### config.mk
export PLATFORM = sky130hd
export DESIGN_NAME = psg_shutdown_gate_control
export DESIGN_NICKNAME = d
export VERILOG_FILES = /design/src/psg_pkg.sv /design/src/psg_axil_slave.sv /design/src/psg_shutdown_gate_control.sv /design/src/psg_sync.sv
export SDC_FILE = /design/constraint.sdc
export NUM_CORES = 1
export LEC_CHECK = 0
export ABC_CLOCK_PERIOD_IN_PS = 2300
export BUFFER_PORTS_ARGS = -buffer_cell sky130_fd_sc_hd__buf_2
export CAP_MARGIN = 0
export CORE_MARGIN = 4
export CORE_UTILIZATION = 40
export DETAILED_ROUTE_END_ITERATION = 10
export PLACE_DENSITY = 0.65
export SETUP_SLACK_MARGIN = 0.1
export SYNTH_ARGS = -nofsm -noshare
export SYNTH_HDL_FRONTEND = slang
export SYNTH_SLANG_ARGS = --single-unit
### constraint.sdc
create_clock -name clk -period 2.3 [get_ports clk]
set_input_delay 0.23 -clock clk [delete_from_list [all_inputs] [get_ports clk]]
set_output_delay 0.23 -clock clk [all_outputs]
set_load 0.03 [all_outputs]
### src/psg_pkg.sv
// Purpose: constants for the shutdown/gate control block
// Assumes: 16-bit control register in the low half of a 32-bit word
// Notes: offsets are byte addresses on the register bus
package psg_pkg;
    // register byte offsets
    localparam logic [7:0] PSG_CTRL_OFS = 8'h00;
    localparam logic [7:0] PSG_STAT_OFS = 8'h04;
    localparam int PSG_ADDR_W = 8;
    // control register fields
    localparam int PSG_AUTO_RESTART_BIT = 15;
    localparam int PSG_SYNC_MODE_BIT = 14;
    localparam int PSG_SW_FORCE_BIT = 12;
    localparam int PSG_SRC_LSB = 0;
    localparam int PSG_SRC_W = 8;
    localparam logic [15:0] PSG_CTRL_RST = 16'h0000;
    localparam logic [15:0] PSG_CTRL_MASK = 16'hD0FF;
    // status register fields
    localparam int PSG_ST_SHUT_BIT = 0;
    localparam int PSG_ST_PEND_BIT = 1;
    localparam int PSG_ST_REQ_BIT = 2;
    localparam int PSG_ST_SRC_LSB = 8;
    // bus answers
    localparam logic [1:0] PSG_RESP_OKAY = 2'h0;
    localparam logic [1:0] PSG_RESP_SLVERR = 2'h2;
    // synchroniser depth
    localparam int PSG_SYNC_STAGES = 2;
    // shutdown sequencing states
    typedef enum logic [2:0] {
        PSG_RUN = 3'h1,
        PSG_PEND = 3'h2,
        PSG_SHUT = 3'h4
    } psg_state_t;
endpackage : psg_pkg

### src/psg_axil_slave.sv
// Purpose: AXI4-Lite slave front end for the control registers
// Assumes: one write and one read outstanding at most
// Notes: write strobe pulses one cycle once address and data are both held
`timescale 1ns/1ns
`default_nettype none
module psg_axil_slave (
    input wire logic clk,
    input wire logic nrst,
    input wire logic [psg_pkg::PSG_ADDR_W-1:0] awaddr,
    input wire logic awvalid,
    output logic awready,
    input wire logic [31:0] wdata,
    input wire logic [3:0] wstrb,
    input wire logic wvalid,
    output logic wready,
    output logic [1:0] bresp,
    output logic bvalid,
    input wire logic bready,
    input wire logic [psg_pkg::PSG_ADDR_W-1:0] araddr,
    input wire logic arvalid,
    output logic arready,
    output logic [31:0] rdata,
    output logic [1:0] rresp,
    output logic rvalid,
    input wire logic rready,
    output logic regWrEn,
    output logic [psg_pkg::PSG_ADDR_W-1:0] regWrAddr,
    output logic [31:0] regWrData,
    output logic [3:0] regWrStrb,
    input wire logic regWrHit,
    input wire logic [31:0] regRdData,
    input wire logic regRdHit
);
    import psg_pkg::*;

    logic awFull_r;
    logic wFull_r;

    assign regWrEn = awFull_r && wFull_r && !bvalid;

    // address channel: held until the response is taken
    always_ff @(posedge clk or negedge nrst) begin
        if (!nrst) begin
            awFull_r <= 1'b0;
            awready <= 1'b1;
            regWrAddr <= '0;
        end else if (awvalid && awready) begin
            awFull_r <= 1'b1;
            awready <= 1'b0;
            regWrAddr <= awaddr;
        end else if (bvalid && bready) begin
            awFull_r <= 1'b0;
            awready <= 1'b1;
        end
    end

    // data channel, taken independently of the address
    always_ff @(posedge clk or negedge nrst) begin
        if (!nrst) begin
            wFull_r <= 1'b0;
            wready <= 1'b1;
            regWrData <= '0;
            regWrStrb <= '0;
        end else if (wvalid && wready) begin
            wFull_r <= 1'b1;
            wready <= 1'b0;
            regWrData <= wdata;
            regWrStrb <= wstrb;
        end else if (bvalid && bready) begin
            wFull_r <= 1'b0;
            wready <= 1'b1;
        end
    end

    // write response one cycle after the strobe
    always_ff @(posedge clk or negedge nrst) begin
        if (!nrst) begin
            bvalid <= 1'b0;
            bresp <= PSG_RESP_OKAY;
        end else if (regWrEn) begin
            bvalid <= 1'b1;
            bresp <= regWrHit ? PSG_RESP_OKAY : PSG_RESP_SLVERR;
        end else if (bready) begin
            bvalid <= 1'b0;
        end
    end

    // read: data captured at the address handshake
    always_ff @(posedge clk or negedge nrst) begin
        if (!nrst) begin
            arready <= 1'b1;
            rvalid <= 1'b0;
            rdata <= '0;
            rresp <= PSG_RESP_OKAY;
        end else if (arvalid && arready) begin
            arready <= 1'b0;
            rvalid <= 1'b1;
            rdata <= regRdHit ? regRdData : 32'h00000000;
            rresp <= regRdHit ? PSG_RESP_OKAY : PSG_RESP_SLVERR;
        end else if (rvalid && rready) begin
            rvalid <= 1'b0;
            arready <= 1'b1;
        end
    end
endmodule : psg_axil_slave
`default_nettype wire

### src/psg_shutdown_gate_control.sv
// Purpose: auto-shutdown and gating control of a capture/compare/PWM unit
// Assumes: tbBoundary is a one-cycle pulse from the time base on clk
// Notes: sources are asynchronous and pass two flops before use
`timescale 1ns/1ns
`default_nettype none
module psg_shutdown_gate_control #(
    parameter int SRC_W = psg_pkg::PSG_SRC_W
) (
    input wire logic clk,
    input wire logic nrst,
    input wire logic [psg_pkg::PSG_ADDR_W-1:0] s_axi_awaddr,
    input wire logic s_axi_awvalid,
    output logic s_axi_awready,
    input wire logic [31:0] s_axi_wdata,
    input wire logic [3:0] s_axi_wstrb,
    input wire logic s_axi_wvalid,
    output logic s_axi_wready,
    output logic [1:0] s_axi_bresp,
    output logic s_axi_bvalid,
    input wire logic s_axi_bready,
    input wire logic [psg_pkg::PSG_ADDR_W-1:0] s_axi_araddr,
    input wire logic s_axi_arvalid,
    output logic s_axi_arready,
    output logic [31:0] s_axi_rdata,
    output logic [1:0] s_axi_rresp,
    output logic s_axi_rvalid,
    input wire logic s_axi_rready,
    input wire logic [SRC_W-1:0] shutdownSrc,
    input wire logic tbBoundary,
    output logic pwmShutdown_r,
    output logic gatePending_r
);
    import psg_pkg::*;

    logic regWrEn;
    logic [PSG_ADDR_W-1:0] regWrAddr;
    logic [31:0] regWrData;
    logic [3:0] regWrStrb;
    logic regWrHit;
    logic [31:0] regRdData;
    logic regRdHit;
    logic [15:0] ctrl_r;
    logic [15:0] ctrlWr;
    logic [SRC_W-1:0] srcSync;
    logic [SRC_W-1:0] srcEn;
    logic autoRestart;
    logic syncMode;
    logic swForce;
    logic reqNow;
    logic clrShut;
    psg_state_t state_r;
    psg_state_t state_nxt;

    // register bus front end
    psg_axil_slave u_bus (
        .clk(clk),
        .nrst(nrst),
        .awaddr(s_axi_awaddr),
        .awvalid(s_axi_awvalid),
        .awready(s_axi_awready),
        .wdata(s_axi_wdata),
        .wstrb(s_axi_wstrb),
        .wvalid(s_axi_wvalid),
        .wready(s_axi_wready),
        .bresp(s_axi_bresp),
        .bvalid(s_axi_bvalid),
        .bready(s_axi_bready),
        .araddr(s_axi_araddr),
        .arvalid(s_axi_arvalid),
        .arready(s_axi_arready),
        .rdata(s_axi_rdata),
        .rresp(s_axi_rresp),
        .rvalid(s_axi_rvalid),
        .rready(s_axi_rready),
        .regWrEn(regWrEn),
        .regWrAddr(regWrAddr),
        .regWrData(regWrData),
        .regWrStrb(regWrStrb),
        .regWrHit(regWrHit),
        .regRdData(regRdData),
        .regRdHit(regRdHit)
    );

    // sources come from other clock regions, so resync them
    psg_sync #(
        .WIDTH(SRC_W)
    ) u_sync (
        .clk(clk),
        .nrst(nrst),
        .asyncIn(shutdownSrc),
        .syncOut(srcSync)
    );

    // address decode; unmapped words answer with an error
    assign regWrHit = (regWrAddr == PSG_CTRL_OFS) ||
                      (regWrAddr == PSG_STAT_OFS);
    assign regRdHit = (s_axi_araddr == PSG_CTRL_OFS) ||
                      (s_axi_araddr == PSG_STAT_OFS);

    // control fields
    assign autoRestart = ctrl_r[PSG_AUTO_RESTART_BIT];
    assign syncMode = ctrl_r[PSG_SYNC_MODE_BIT];
    assign swForce = ctrl_r[PSG_SW_FORCE_BIT];
    assign srcEn = ctrl_r[PSG_SRC_LSB +: SRC_W];

    // byte-lane merge; unimplemented bits stay zero
    always_comb begin
        ctrlWr = ctrl_r;
        if (regWrStrb[0]) begin
            ctrlWr[7:0] = regWrData[7:0];
        end
        if (regWrStrb[1]) begin
            ctrlWr[15:8] = regWrData[15:8];
        end
        ctrlWr = ctrlWr & PSG_CTRL_MASK;
    end

    // control register
    always_ff @(posedge clk or negedge nrst) begin
        if (!nrst) begin
            ctrl_r <= PSG_CTRL_RST;
        end else if (regWrEn && regWrAddr == PSG_CTRL_OFS) begin
            ctrl_r <= ctrlWr;
        end
    end

    // writing 1 to the shutdown status bit asks for a restart
    assign clrShut = regWrEn && (regWrAddr == PSG_STAT_OFS) &&
                     regWrStrb[0] && regWrData[PSG_ST_SHUT_BIT];

    // masked sources plus software force form one request
    assign reqNow = (|(srcSync & srcEn)) || swForce;

    // read mux
    always_comb begin
        regRdData = 32'h00000000;
        if (s_axi_araddr == PSG_CTRL_OFS) begin
            regRdData[15:0] = ctrl_r;
        end else begin
            regRdData[PSG_ST_SHUT_BIT] = pwmShutdown_r;
            regRdData[PSG_ST_PEND_BIT] = gatePending_r;
            regRdData[PSG_ST_REQ_BIT] = reqNow;
            regRdData[PSG_ST_SRC_LSB +: SRC_W] = srcSync;
        end
    end

    // shutdown sequencing; a live request beats a software clear
    always_comb begin
        state_nxt = state_r;
        case (state_r)
            PSG_RUN: begin
                if (reqNow && syncMode) begin
                    state_nxt = PSG_PEND;
                end else if (reqNow) begin
                    state_nxt = PSG_SHUT;
                end
            end
            PSG_PEND: begin
                // request is latched; a boundary is what commits it
                if (tbBoundary) begin
                    state_nxt = PSG_SHUT;
                end
            end
            PSG_SHUT: begin
                if (autoRestart && !reqNow && tbBoundary) begin
                    state_nxt = PSG_RUN;
                end else if (!autoRestart && clrShut && !reqNow) begin
                    state_nxt = PSG_RUN;
                end
            end
            default: begin
                state_nxt = PSG_RUN;
            end
        endcase
    end

    // state flops
    always_ff @(posedge clk or negedge nrst) begin
        if (!nrst) begin
            state_r <= PSG_RUN;
        end else begin
            state_r <= state_nxt;
        end
    end

    // outputs registered from the next state, so they track state_r
    always_ff @(posedge clk or negedge nrst) begin
        if (!nrst) begin
            pwmShutdown_r <= 1'b0;
            gatePending_r <= 1'b0;
        end else begin
            pwmShutdown_r <= (state_nxt == PSG_SHUT);
            gatePending_r <= (state_nxt == PSG_PEND);
        end
    end
endmodule : psg_shutdown_gate_control
`default_nettype wire

### src/psg_sync.sv
// Purpose: two-flop synchroniser for the shutdown sources
// Assumes: sources are asynchronous levels
// Notes: only the last stage may be read by logic
`timescale 1ns/1ns
`default_nettype none
module psg_sync #(
    parameter int WIDTH = 8
) (
    input wire logic clk,
    input wire logic nrst,
    input wire logic [WIDTH-1:0] asyncIn,
    output logic [WIDTH-1:0] syncOut
);
    import psg_pkg::*;

    // one chain per source bit
    genvar i;
    generate
        for (i = 0; i < WIDTH; i++) begin : g_bit
            logic meta_r;
            logic stable_r;
            always_ff @(posedge clk or negedge nrst) begin
                if (!nrst) begin
                    meta_r <= 1'b0;
                    stable_r <= 1'b0;
                end else begin
                    meta_r <= asyncIn[i];
                    stable_r <= meta_r; // meta_r feeds nothing else
                end
            end
            assign syncOut[i] = stable_r;
        end
    endgenerate
endmodule : psg_sync
`default_nettype wire
=== Word level (Yosys, flattened, before mapping) ===
Index checks and enable logic that the tools add are counted.

* Add/subtract/negate cells: 0
* $mul: 0
* Div/mod/pow operators: 0
* Order comparisons: 0
* Equal/unequal tests: 7
* Shifts and indexed selects: 0
* Mux-type cells: 24
* Bitwise operators: 1
* Reduce and logical (&&, ||, !) cells: 31

{| class="wikitable"
|+ Operators with widths
! kind !! count
|-
| 3-bit 2-to-1 mux || 6
|-
| 8-bit by 3-bit == test with 1-bit output, second input constant || 2
|-
| 1-bit logical AND || 16
|-
| 8-bit logical NOT || 2
|-
| 16-bit 2-to-1 mux || 1
|-
| 1-bit 2-to-1 mux || 12
|-
| 3-bit one-hot mux with 3 select lines || 1
|-
| 8-bit bitwise AND || 1
|-
| 8-bit 2-to-1 mux || 1
|-
| 2-bit nonzero test || 4
|-
| 8-bit OR reduction || 1
|-
| 3-bit by 2-bit == test with 1-bit output, second input constant || 2
|-
| 3-bit == test, second input constant || 2
|-
| 5-bit 2-to-1 mux || 1
|-
| 2-bit 2-to-1 mux || 2
|-
| 2-bit AND reduction || 2
|-
| 3-bit by 1-bit == test with 1-bit output, second input constant || 1
|-
| 1-bit logical NOT || 3
|-
| 1-bit logical OR || 3
|}

* Register bits after elaboration: 101
* Latch bits: 0
* RAM bits: 0
* Bits in read-only memories: 0
* Input port bits: 68
* Output and inout port bits: 43
* Logic and storage cells: 97
* Memories: 0

=== Depth between registers and ports, before layout ===
Gate-level depths: netlist of run 1.

* Depth after elaboration: 11
* Depth in mapped cells: 4
* Depth with buffers taken out: 4

=== Hierarchy ===
A second synthesis of run 1 with hierarchy kept.

* Cells, all modules: 378
* Area total of the unflattened synthesis: 4921.0 um^2

{| class="wikitable"
|+ By module, submodules not included
! module !! times used !! cells each !! area each (um^2) !! seq. area each (um^2)
|-
| psg_axil_slave || 1 || 267 || 3495.9 || 2130.8
|-
| psg_shutdown_gate_control || 1 || 87 || 964.7 || 401.6
|-
| psg_sync || 1 || 24 || 460.4 || 400.4
|}

=== Worst setup path before layout of run 1 ===
No wires, ideal clock.

* Path kind: register to register
* Start: register u_bus.regWrAddr[5] (netlist bit)
* End: register pwmShutdown_r
* Setup time: 0.122 ns
* Data arrival time: 1.635 ns
* Data required time: 2.178 ns
* Slack: 0.544 ns
* Stages on the path, launching flop included: 5
* Buffers on the path: 0
* Period minus slack after synthesis: 1.756 ns
* Cell sequence: dfrtp_1 or4_4 o41ai_2 o211ai_1 a32o_1

* Longest elaborated chain between the ends: 10

{| class="wikitable"
|+ Ends and longest elaborated chain
! element !! line !! source
|-
| start: declaration || psg_axil_slave.sv:27 || <nowiki>output logic [psg_pkg::PSG_ADDR_W-1:0] regWrAddr,</nowiki>
|-
| start signal: assignment || psg_axil_slave.sv:50 || <nowiki>regWrAddr <= awaddr;</nowiki>
|-
| 8-bit by 3-bit == test with 1-bit output || psg_shutdown_gate_control.sv:128 || <nowiki>assign clrShut = regWrEn && (regWrAddr == PSG_STAT_OFS) &&</nowiki>
|-
| 1-bit logical AND (2 in a row) || psg_shutdown_gate_control.sv:128 ||
|-
| 1-bit logical AND || psg_shutdown_gate_control.sv:129 || <nowiki>regWrStrb[0] && regWrData[PSG_ST_SHUT_BIT];</nowiki>
|-
| 1-bit logical AND (2 in a row) || psg_shutdown_gate_control.sv:167 || <nowiki>end else if (!autoRestart && clrShut && !reqNow) begin</nowiki>
|-
| 3-bit 2-to-1 mux || psg_shutdown_gate_control.sv:167 ||
|-
| 3-bit 2-to-1 mux || psg_shutdown_gate_control.sv:165 || <nowiki>if (autoRestart && !reqNow && tbBoundary) begin</nowiki>
|-
| 3-bit one-hot mux with 3 select lines || psg_shutdown_gate_control.sv:150 || <nowiki>case (state_r)</nowiki>
|-
| 3-bit == test || psg_shutdown_gate_control.sv:192 || <nowiki>pwmShutdown_r <= (state_nxt == PSG_SHUT);</nowiki>
|-
| end signal: assignment || psg_shutdown_gate_control.sv:192 ||
|-
| end: declaration || psg_shutdown_gate_control.sv:30 || <nowiki>output logic pwmShutdown_r,</nowiki>
|}

Every way passes these cells.
A chain may end at the register's enable or synchronous reset.

=== Worst setup path in the final report of run 1 ===
Ends and elaborated chain as after synthesis.

==> flow_metrics.env, run 1 <==
export IMPL_synth_area_leaders="dfrtp_1 (61%), mux2_2 (12%), buf_4 (4.4%)"
export IMPL_initial_core_util_pct=41.7
export IMPL_critPathCaptureType="flop"
export IMPL_dpl_cell_area_sq_um=3460
export IMPL_grt_max_degree=79
export IMPL_max_cap_violations=0
export IMPL_postLayoutCellArea_sq_um=3750
export IMPL_diodes=0
export IMPL_viasPerCell=4.76
export IMPL_min_period_ps=1970
export IMPL_p_per_area_nw_per_um2=984
export IMPL_post_dp_hpwl_um=4230
export IMPL_hold_path_class="primary input to asynchronous set/reset pin"
export IMPL_core_sq_um=7330
export IMPL_synth_area_per_cell_sq_um=14.0
export IMPL_path_max_fanout=2
export IMPL_cp_arrival_ps=2200
export IMPL_insertion_delay_ps=340
export IMPL_p_leak_nw=1.88
export IMPL_synth_top_area_share_pct=60.6
export IMPL_synth_commonest_cells="dfrtp_1 (74), mux2_2 (32), buf_4 (18), nand2_1 (17)"
export IMPL_ios=111
export IMPL_fin_tns_setup_ps=0
export IMPL_seqPwrFrac_pct=50.6
export IMPL_finalCritPeriodShare_pct=85.8
export IMPL_sw_frac_of_total_pct=30.1
export IMPL_seq_area_frac_synth_pct=64.0
export IMPL_fin_ws_ps=327
export IMPL_rows=31
export IMPL_worst_setup_path_start_kind="flop"
export IMPL_synth_seq_cells=78
export IMPL_drive_gt1_share_pct=41.9
export IMPL_drt_iter0_drc=64
export IMPL_cp_required_ps=2530
export IMPL_critPathSlowestCell="or4_4"
export IMPL_nNetsFinal=371
export IMPL_n_fill_cell=642
export IMPL_finalHoldViolCount=0
export IMPL_clockBufferDepth=2
export IMPL_irDropWorstVdd_uv=509
export IMPL_synthToLayoutAreaGrowth_pct=22.7
export IMPL_switchingPower_mw=1.11
export IMPL_crit_chain="or4_4 > o41ai_2 > o211ai_1 > a32o_1"
export IMPL_die_area_sq_um=9100
export IMPL_dieHeight_um=95.4
export IMPL_io_buffer_count=69
export IMPL_rsz0062_at_grt="no"
export IMPL_routabilityCongestion=0.739
export IMPL_firstDrtPassIters=4
export IMPL_grt_ovfl_total=0
export IMPL_yosysMostFrequentCell="dfrtp_1"
export IMPL_dr_total_vias=1936
export IMPL_setup_viol=0
export IMPL_cts_sinks=78
export IMPL_grtUsageTotal_pct=13.7
export IMPL_synth_cell_types=36
export IMPL_grt_pass1_wl_um=9470
export IMPL_yosys_warnings=0
export IMPL_relSlewSlack_pct=37.8
export IMPL_place_ws_ps=368
export IMPL_antenna_found_initial=0
export IMPL_p_int_mw=2.58
export IMPL_yosysTopAreaCell="dfrtp_1"
export IMPL_die_w_um=95.4
export IMPL_combPwrFrac_pct=20.5
export IMPL_cp_slowest_stage_delay_ps=570
export IMPL_totalWireLength_um=5900
export IMPL_finClkSkew_ps=9.49
export IMPL_wire_per_inst_um=14.5
export IMPL_clk_pin_slew_ps=90
export IMPL_slew_viol_final=0
export IMPL_path_class="flop to flop"
export IMPL_synth_async_reset_ratio_pct=100
export IMPL_ys_flop_type="dfrtp_1"
export IMPL_cts_tree="yes"
export IMPL_ant_nets=0
export IMPL_tightest_slew_ps=932
export IMPL_cts_buffers=9
export IMPL_synth_edff_count=0
export IMPL_synthesis_area_sq_um=3060
export IMPL_grt_pass1_vias=1997
export IMPL_clock_power_share_pct=28.9
export IMPL_fmax_mhz=507
export IMPL_status="completed"
export IMPL_ctsHtreeMaxLevel=3
export IMPL_synth_cells=218
export IMPL_cts_root_buf="clkbuf_8"
export IMPL_drc=0
[critical path, delay by kind of cell, from the launching register on]
kind	cells	cell delay (ps)
DFF	1	380
AOI/OAI and AO/OA	3	910
and+or+nand+nor	1	570
[cells in the final DEF (no fill, tap or decap), types with 2 or more instances in the layout]
| master | count |
|---|---|
| mux2i_1 | 8 |
| a32o_1 | 7 |
| o21ai_0 | 8 |
| buf_2 | 68 |
| a31o_2 | 2 |
| a22o_1 | 6 |
| mux2_2 | 32 |
| inv_1 | 6 |
| a21oi_1 | 4 |
| conb_1 | 18 |
| dfstp_2 | 4 |
| nor2_1 | 4 |
| nand3b_1 | 2 |
| nand2_1 | 17 |
| dfrtp_1 | 74 |
| a22oi_1 | 2 |
| or3_1 | 2 |
| buf_4 | 3 |
| inv_6 | 3 |
| clkbuf_8 | 9 |
| dlygate4sd3_1 | 8 |
[per-layer routing]
metal	up-vias	GRT usage, %	wire [um]
met5	-	0	0
met4	0	5.92	44
met3	4	3.87	394
met2	62	21.6	2820
met1	945	17.8	2640
li1	925	-	-
[registers in the layout, summed over array words and instances, names as in the netlist, 2 cells and up]
| register | count |
|---|---|
| u_sync.g_bit.stable_r | 8 |
| u_bus.regWrData | 11 |
| ctrl_r | 11 |
| u_bus.regWrAddr | 8 |
| u_sync.g_bit.meta_r | 8 |
| u_bus.regWrStrb | 2 |
| state_r | 3 |
| u_bus.rdata | 16 |
[cells by family (layout without fill, tap and decap cells)]
logic type	count (synthesis)	in the layout	synth area share, %
AO/OA/AOI/OAI	37	37	9.42
AND/OR/NAND/NOR	34	34	6.39
buffers and inverters	28	101	5.65
multiplexers	40	40	14.4
other	1	18	0.123
flip-flops	78	78	64.0
[power by group through the flow]
stage	Sequential (mW)	Combinational [mW]	Clock (mW)
floorplan	1.92	0.517	0
global placement	1.88	0.731	0
detailed placement	1.90	0.755	0
CTS	1.87	0.767	1.10
global route	1.91	0.839	1.16
finish	1.87	0.756	1.07
[final timing paths]
check	start	endpoint	slack, ps	depth (start not counted)
worst max-delay path	u_bus.regWrAddr[5]	pwmShutdown_r	330	4
worst max register to register	u_bus.regWrAddr[5]	pwmShutdown_r	330	4
min in group clk	s_axi_awvalid	u_bus.awready	30	2
worst min-delay path	nrst	u_bus.regWrData[5]	20	1
max in group asynchronous	nrst	u_bus.wFull_r	1680	1
worst min register to register	u_sync.g_bit[1].meta_r	u_sync.g_bit[1].stable_r	350	0
[per-stage QoR]
| step | util (%) | power [mW] | std cells | hold slack, ps |
|---|---|---|---|---|
| 5_1_grt | 51.2 | 3.91 | 407 | 39.1 |
| 2_1_floorplan | - | 2.43 | 235 | -65.6 |
| 4_1_cts | 51.2 | 3.74 | 407 | 10.8 |
| 3_5_place_dp | 47.2 | 2.65 | 383 | 335 |
| 6_report | 51.2 | 3.69 | 407 | 18.8 |
| 3_3_place_gp | 47.2 | 2.61 | 383 | 335 |
[layout make-up]
type                    count  area (sq um)  area share, %
well taps                  99           124           3.30
flip-flops and latches     78          1960           52.2
clock buffers               9           124           3.30
clock inverters             7          88.8           2.37
multi-input cells         129           991           26.4
repair buffers             79           443           11.8
inverters                   6          22.5          0.601
[what timing repair did]
| action | CTS | global route |
|---|---|---|
| setup endpoints to repair | 0 | 0 |
| resized for setup | 0 | 0 |
| hold endpoints to repair | 8 | 0 |
| buffers inserted | 0 | 0 |
| hold buffers | 8 | 0 |
Note: power is estimated with default switching activity, not from simulation.
==> run 2, diff against run 1 <==
- RECOVER_POWER: not set -> 100
==> flow_metrics.env, run 2 (synthesized netlist as in run 1, its figures left out) <==
export IMPL_die_area_sq_um=9100
export IMPL_finalNonFillerCells=407
export IMPL_multi_input_area_sq_um=978
export IMPL_layout_common_cells="dfrtp_1 (74), buf_2 (42), mux2_2 (32), clkbuf_1 (27), conb_1 (18)"
export IMPL_cp_startpoint="u_bus.regWrAddr[5]"
export IMPL_clk_pin_slew_ps=90
export IMPL_p_leak_nw=1.75
export IMPL_firstDrtPassIters=4
export IMPL_grt_max_degree=79
export IMPL_synthToLayoutAreaGrowth_pct=21.0
export IMPL_drive_gt1_share_pct=31.8
export IMPL_die_w_um=95.4
export IMPL_io_buffer_count=69
export IMPL_worst_setup_path_start_kind="flop"
export IMPL_ios=111
export IMPL_max_cap_violations=1
export IMPL_dr_total_vias=1934
export IMPL_setup_viol=0
export IMPL_core_sq_um=7330
export IMPL_crit_chain="or4_4 > nor3_4 > nand3b_1 > mux2_2"
export IMPL_insertion_delay_ps=350
export IMPL_path_max_fanout=8
export IMPL_min_period_ps=2000
export IMPL_seqCellArea_sq_um=1960
export IMPL_slew_viol_final=79
export IMPL_reg2reg_depth=4
export IMPL_grtUsageTotal_pct=13.7
export IMPL_ant_nets=0
export IMPL_placed_cells=383
export IMPL_totalWireLength_um=5920
export IMPL_drt_iter0_drc=74
export IMPL_cp_arrival_ps=2230
export IMPL_reg_largest_list="u_bus.rdata x16, ctrl_r x11, u_bus.regWrData x11"
export IMPL_cts_setup_buffers=0
export IMPL_r2r_start="u_bus.regWrAddr[5]"
export IMPL_largest_reg_flops=16
export IMPL_dieHeight_um=95.4
export IMPL_status="complete, but fails checks"
export IMPL_rows=31
export IMPL_cts_sinks=78
export IMPL_diodes=0
export IMPL_tightest_slew_ps=1850
export IMPL_fin_tns_setup_ps=0
export IMPL_postCtsHoldBufs=8
export IMPL_path_class="flop to flop"
export IMPL_post_cts_resized=0
export IMPL_grt_ovfl_total=0
export IMPL_violations="max-capacitance violations, max-slew violations"
export IMPL_finalHoldViolCount=0
export IMPL_fmax_mhz=500
export IMPL_p_per_area_nw_per_um2=990
export IMPL_initial_core_util_pct=41.7
export IMPL_grt_pass1_vias=1997
export IMPL_ctsHtreeMaxLevel=3
export IMPL_regMostFlops="u_bus.rdata"
export IMPL_wire_per_inst_um=14.5
export IMPL_nNetsFinal=371
export IMPL_rsz0062_at_grt="no"
export IMPL_routabilityCongestion=0.739
export IMPL_critPathCaptureType="flop"
export IMPL_final_common_cell="dfrtp_1"
export IMPL_hold_start="s_axi_awvalid"
export IMPL_n_fill_cell=655
export IMPL_finalCritPeriodShare_pct=86.9
export IMPL_drc=0
export IMPL_cts_root_buf="clkbuf_8"
export IMPL_cts_tree="yes"
export IMPL_hold_path_class="primary input to flop"
export IMPL_cp_slowest_stage_delay_ps=570
export IMPL_clockBufferDepth=2
export IMPL_finClkSkew_ps=10.0
export IMPL_post_dp_hpwl_um=4230
export IMPL_viasPerCell=4.75
export IMPL_relSlewSlack_pct=-23.0
export IMPL_critPathSlowestCell="or4_4"
export IMPL_antenna_found_initial=0
export IMPL_cts_buffers=9
export IMPL_grt_pass1_wl_um=9470
export IMPL_cp_required_ps=2530
export IMPL_irDropWorstVdd_uv=509
export IMPL_whs_path_depth=2
## run 2: layer usage
metal	share of wire [%]	GRT usage, %	vias to the layer above
li1	-	-	931
met1	46	17.8	938
met2	46	21.6	58
met3	6.4	3.87	7
met4	1.3	5.92	0
met5	0	0	-
## run 2: final cells by class
cell class / instances / share of cell area (%)
clock buffer: 9 / 3.35
clock inverter: 7 / 2.40
inverter: 6 / 0.609
multi-input combinational: 129 / 26.5
sequential: 78 / 52.9
tap: 99 / 3.35
timing repair buffer: 79 / 10.9
## run 2: through the flow
step           total power [mW]  utilization [%]  instance area [sq um]  hold WS (ps)  worst slack, ps
2_1_floorplan              2.43                -                   3120         -65.6              544
3_3_place_gp               2.61             47.2                   3460           335              402
3_5_place_dp               2.65             47.2                   3460           335              368
4_1_cts                    3.74             51.2                   3750          10.8              334
5_1_grt                    3.89             50.5                   3700          45.0              167
6_report                   3.66             50.5                   3700          35.5              301
## run 2: critical path, delay by kind of cell (launching register included)
family           cells  cell delay, ps
and+or+nand+nor      3            1130
DFF                  1             380
muxes                1             380
## run 2: where the power goes
part / internal [mW] / switching (mW) / total [mW]
sequential: 1.68 / 0.181 / 1.86
clock: 0.523 / 0.545 / 1.07
combinational: 0.353 / 0.385 / 0.738
total: 2.55 / 1.11 / 3.66
## run 2: worst paths after layout
path                       slack (ps)                       end
min in group asynchronous         380        u_bus.regWrData[5]
max reg2reg                       300                 ctrl_r[4]
max in group asynchronous         830        u_bus.regWrData[7]
min                                40             u_bus.awready
max                               300                 ctrl_r[4]
min reg2reg                       350  u_sync.g_bit[1].stable_r
==> run 3, diff against run 2 <==
- MAX_ROUTING_LAYER: not set -> met4
==> flow_metrics.env, run 3 (synthesized netlist as in run 1, its figures left out) <==
export IMPL_cts_buffers=9
export IMPL_wire_per_inst_um=14.6
export IMPL_path_class="flop to flop"
export IMPL_final_common_cell="dfrtp_1"
export IMPL_fmax_mhz=500
export IMPL_p_per_area_nw_per_um2=991
export IMPL_dieHeight_um=95.4
export IMPL_core_sq_um=7330
export IMPL_setup_viol=0
export IMPL_routabilityCongestion=0.748
export IMPL_drt_iter0_drc=72
export IMPL_regMostFlops="u_bus.rdata"
export IMPL_largest_reg_flops=16
export IMPL_finish_utilization_pct=50.5
export IMPL_grtUsageMet3_pct=3.71
export IMPL_grt_ovfl_total=0
export IMPL_cts_sinks=78
export IMPL_path_max_fanout=8
export IMPL_grtUsageTotal_pct=14.1
export IMPL_finalCritPeriodShare_pct=86.9
export IMPL_viasPerCell=4.80
export IMPL_hold_path_class="primary input to flop"
export IMPL_cts_root_buf="clkbuf_8"
export IMPL_diodes=0
export IMPL_cts_setup_buffers=0
export IMPL_rows=31
export IMPL_clockBufferDepth=2
export IMPL_die_area_sq_um=9100
export IMPL_relSlewSlack_pct=-23.3
export IMPL_violations="max-capacitance violations, max-slew violations"
export IMPL_ctsHtreeMaxLevel=3
export IMPL_worst_setup_path_start_kind="flop"
export IMPL_holdWs_ps=34.6
export IMPL_reg_largest_list="u_bus.rdata x16, ctrl_r x11, u_bus.regWrData x11"
export IMPL_finClkSkew_ps=10.2
export IMPL_insertion_delay_ps=350
export IMPL_cts_tree="yes"
export IMPL_critPathCaptureType="flop"
export IMPL_slew_viol_final=79
export IMPL_drc=0
export IMPL_max_cap_violations=1
export IMPL_firstDrtPassIters=6
export IMPL_ant_nets=0
export IMPL_fin_tns_setup_ps=0
export IMPL_grt_use_met1_pct=18.0
export IMPL_finalHoldViolCount=0
export IMPL_grt_pass1_vias=2000
export IMPL_p_leak_nw=1.75
export IMPL_cp_arrival_ps=2230
export IMPL_antenna_found_initial=0
export IMPL_layout_common_cells="dfrtp_1 (74), buf_2 (42), mux2_2 (32), clkbuf_1 (27), conb_1 (18)"
export IMPL_initial_core_util_pct=41.7
export IMPL_busiest_layer="met2"
export IMPL_design_power_total_mw=3.66
export IMPL_status="complete, but fails checks"
export IMPL_post_cts_resized=0
export IMPL_post_dp_hpwl_um=4230
export IMPL_min_period_ps=2000
export IMPL_irDropWorstVdd_uv=510
export IMPL_clk_pin_slew_ps=90
export IMPL_cp_required_ps=2530
export IMPL_drive_gt1_share_pct=31.8
export IMPL_io_buffer_count=69
export IMPL_rsz0062_at_grt="no"
export IMPL_tightest_slew_ps=1850
export IMPL_die_w_um=95.4
export IMPL_totalWireLength_um=5940
export IMPL_dr_total_vias=1953
export IMPL_ios=111
export IMPL_grt_pass1_wl_um=9460
export IMPL_synthToLayoutAreaGrowth_pct=21.0
export IMPL_grtUsageMet2_pct=21.5
export IMPL_nNetsFinal=371
export IMPL_grt_max_degree=79
-- run 3: cell counts in the layout (fill, tap and decap cells not counted) --
Identical to the previous run, type by type.
-- run 3: critical path, stage by stage (launching register included) --
cell and delay (ps):
dfrtp_1 380, or4_4 570, nor3_4 230, nand3b_1 330, mux2_2 380
-- run 3: report_power, final --
part	leakage [nW]	total (mW)	switching [mW]	internal [mW]
logic	0.668	0.738	0.385	0.353
registers	0.978	1.86	0.181	1.68
clock network	0.104	1.07	0.545	0.523
total	1.75	3.66	1.11	2.55
-- run 3: repair_timing --
action | 4_1_cts | 5_1_grt
endpoints found under the setup margin | 0 | 0
hold buffers | 8 | 0
hold endpoints to repair | 8 | 0
-- run 3: final timing paths --
| check | depth (start not counted) | slack (ps) | to | start |
|---|---|---|---|---|
| setup / recovery | 4 | 300 | ctrl_r[4] | u_bus.regWrAddr[5] |
| min in group asynchronous | 1 | 380 | u_bus.regWrData[5] | nrst |
| hold reg to reg | 0 | 350 | u_sync.g_bit[1].stable_r | u_sync.g_bit[1].meta_r |
| setup reg to reg | 4 | 300 | ctrl_r[4] | u_bus.regWrAddr[5] |
| hold / removal | 2 | 30 | u_bus.awready | s_axi_awvalid |
| max in group asynchronous | 1 | 830 | u_bus.wFull_r | nrst |
-- run 3: metrics by stage --
stage | instance area, sq um | std cells | setup WS (ps)
final | 3700 | 407 | 302
after global routing | 3700 | 407 | 167
after CTS | 3750 | 407 | 334
after detailed placement | 3460 | 383 | 368
after global placement | 3460 | 383 | 402
after floorplan | 3120 | 235 | 544
-- run 3: final cells by class --
cell class	count	area [sq um]
Clock buffer	9	124
Sequential cell	78	1960
Fill cell	655	3630
Multi-Input combinational cell	129	978
Clock inverter	7	88.8
Tap cell	99	124
Inverter	6	22.5
Timing Repair Buffer	79	404
-- run 3: metal layers --
layer  vias up  wire, um
met4         0        84
met1       951      2720
met3         8       370
li1        929         -
met5         -         0
met2        65      2760
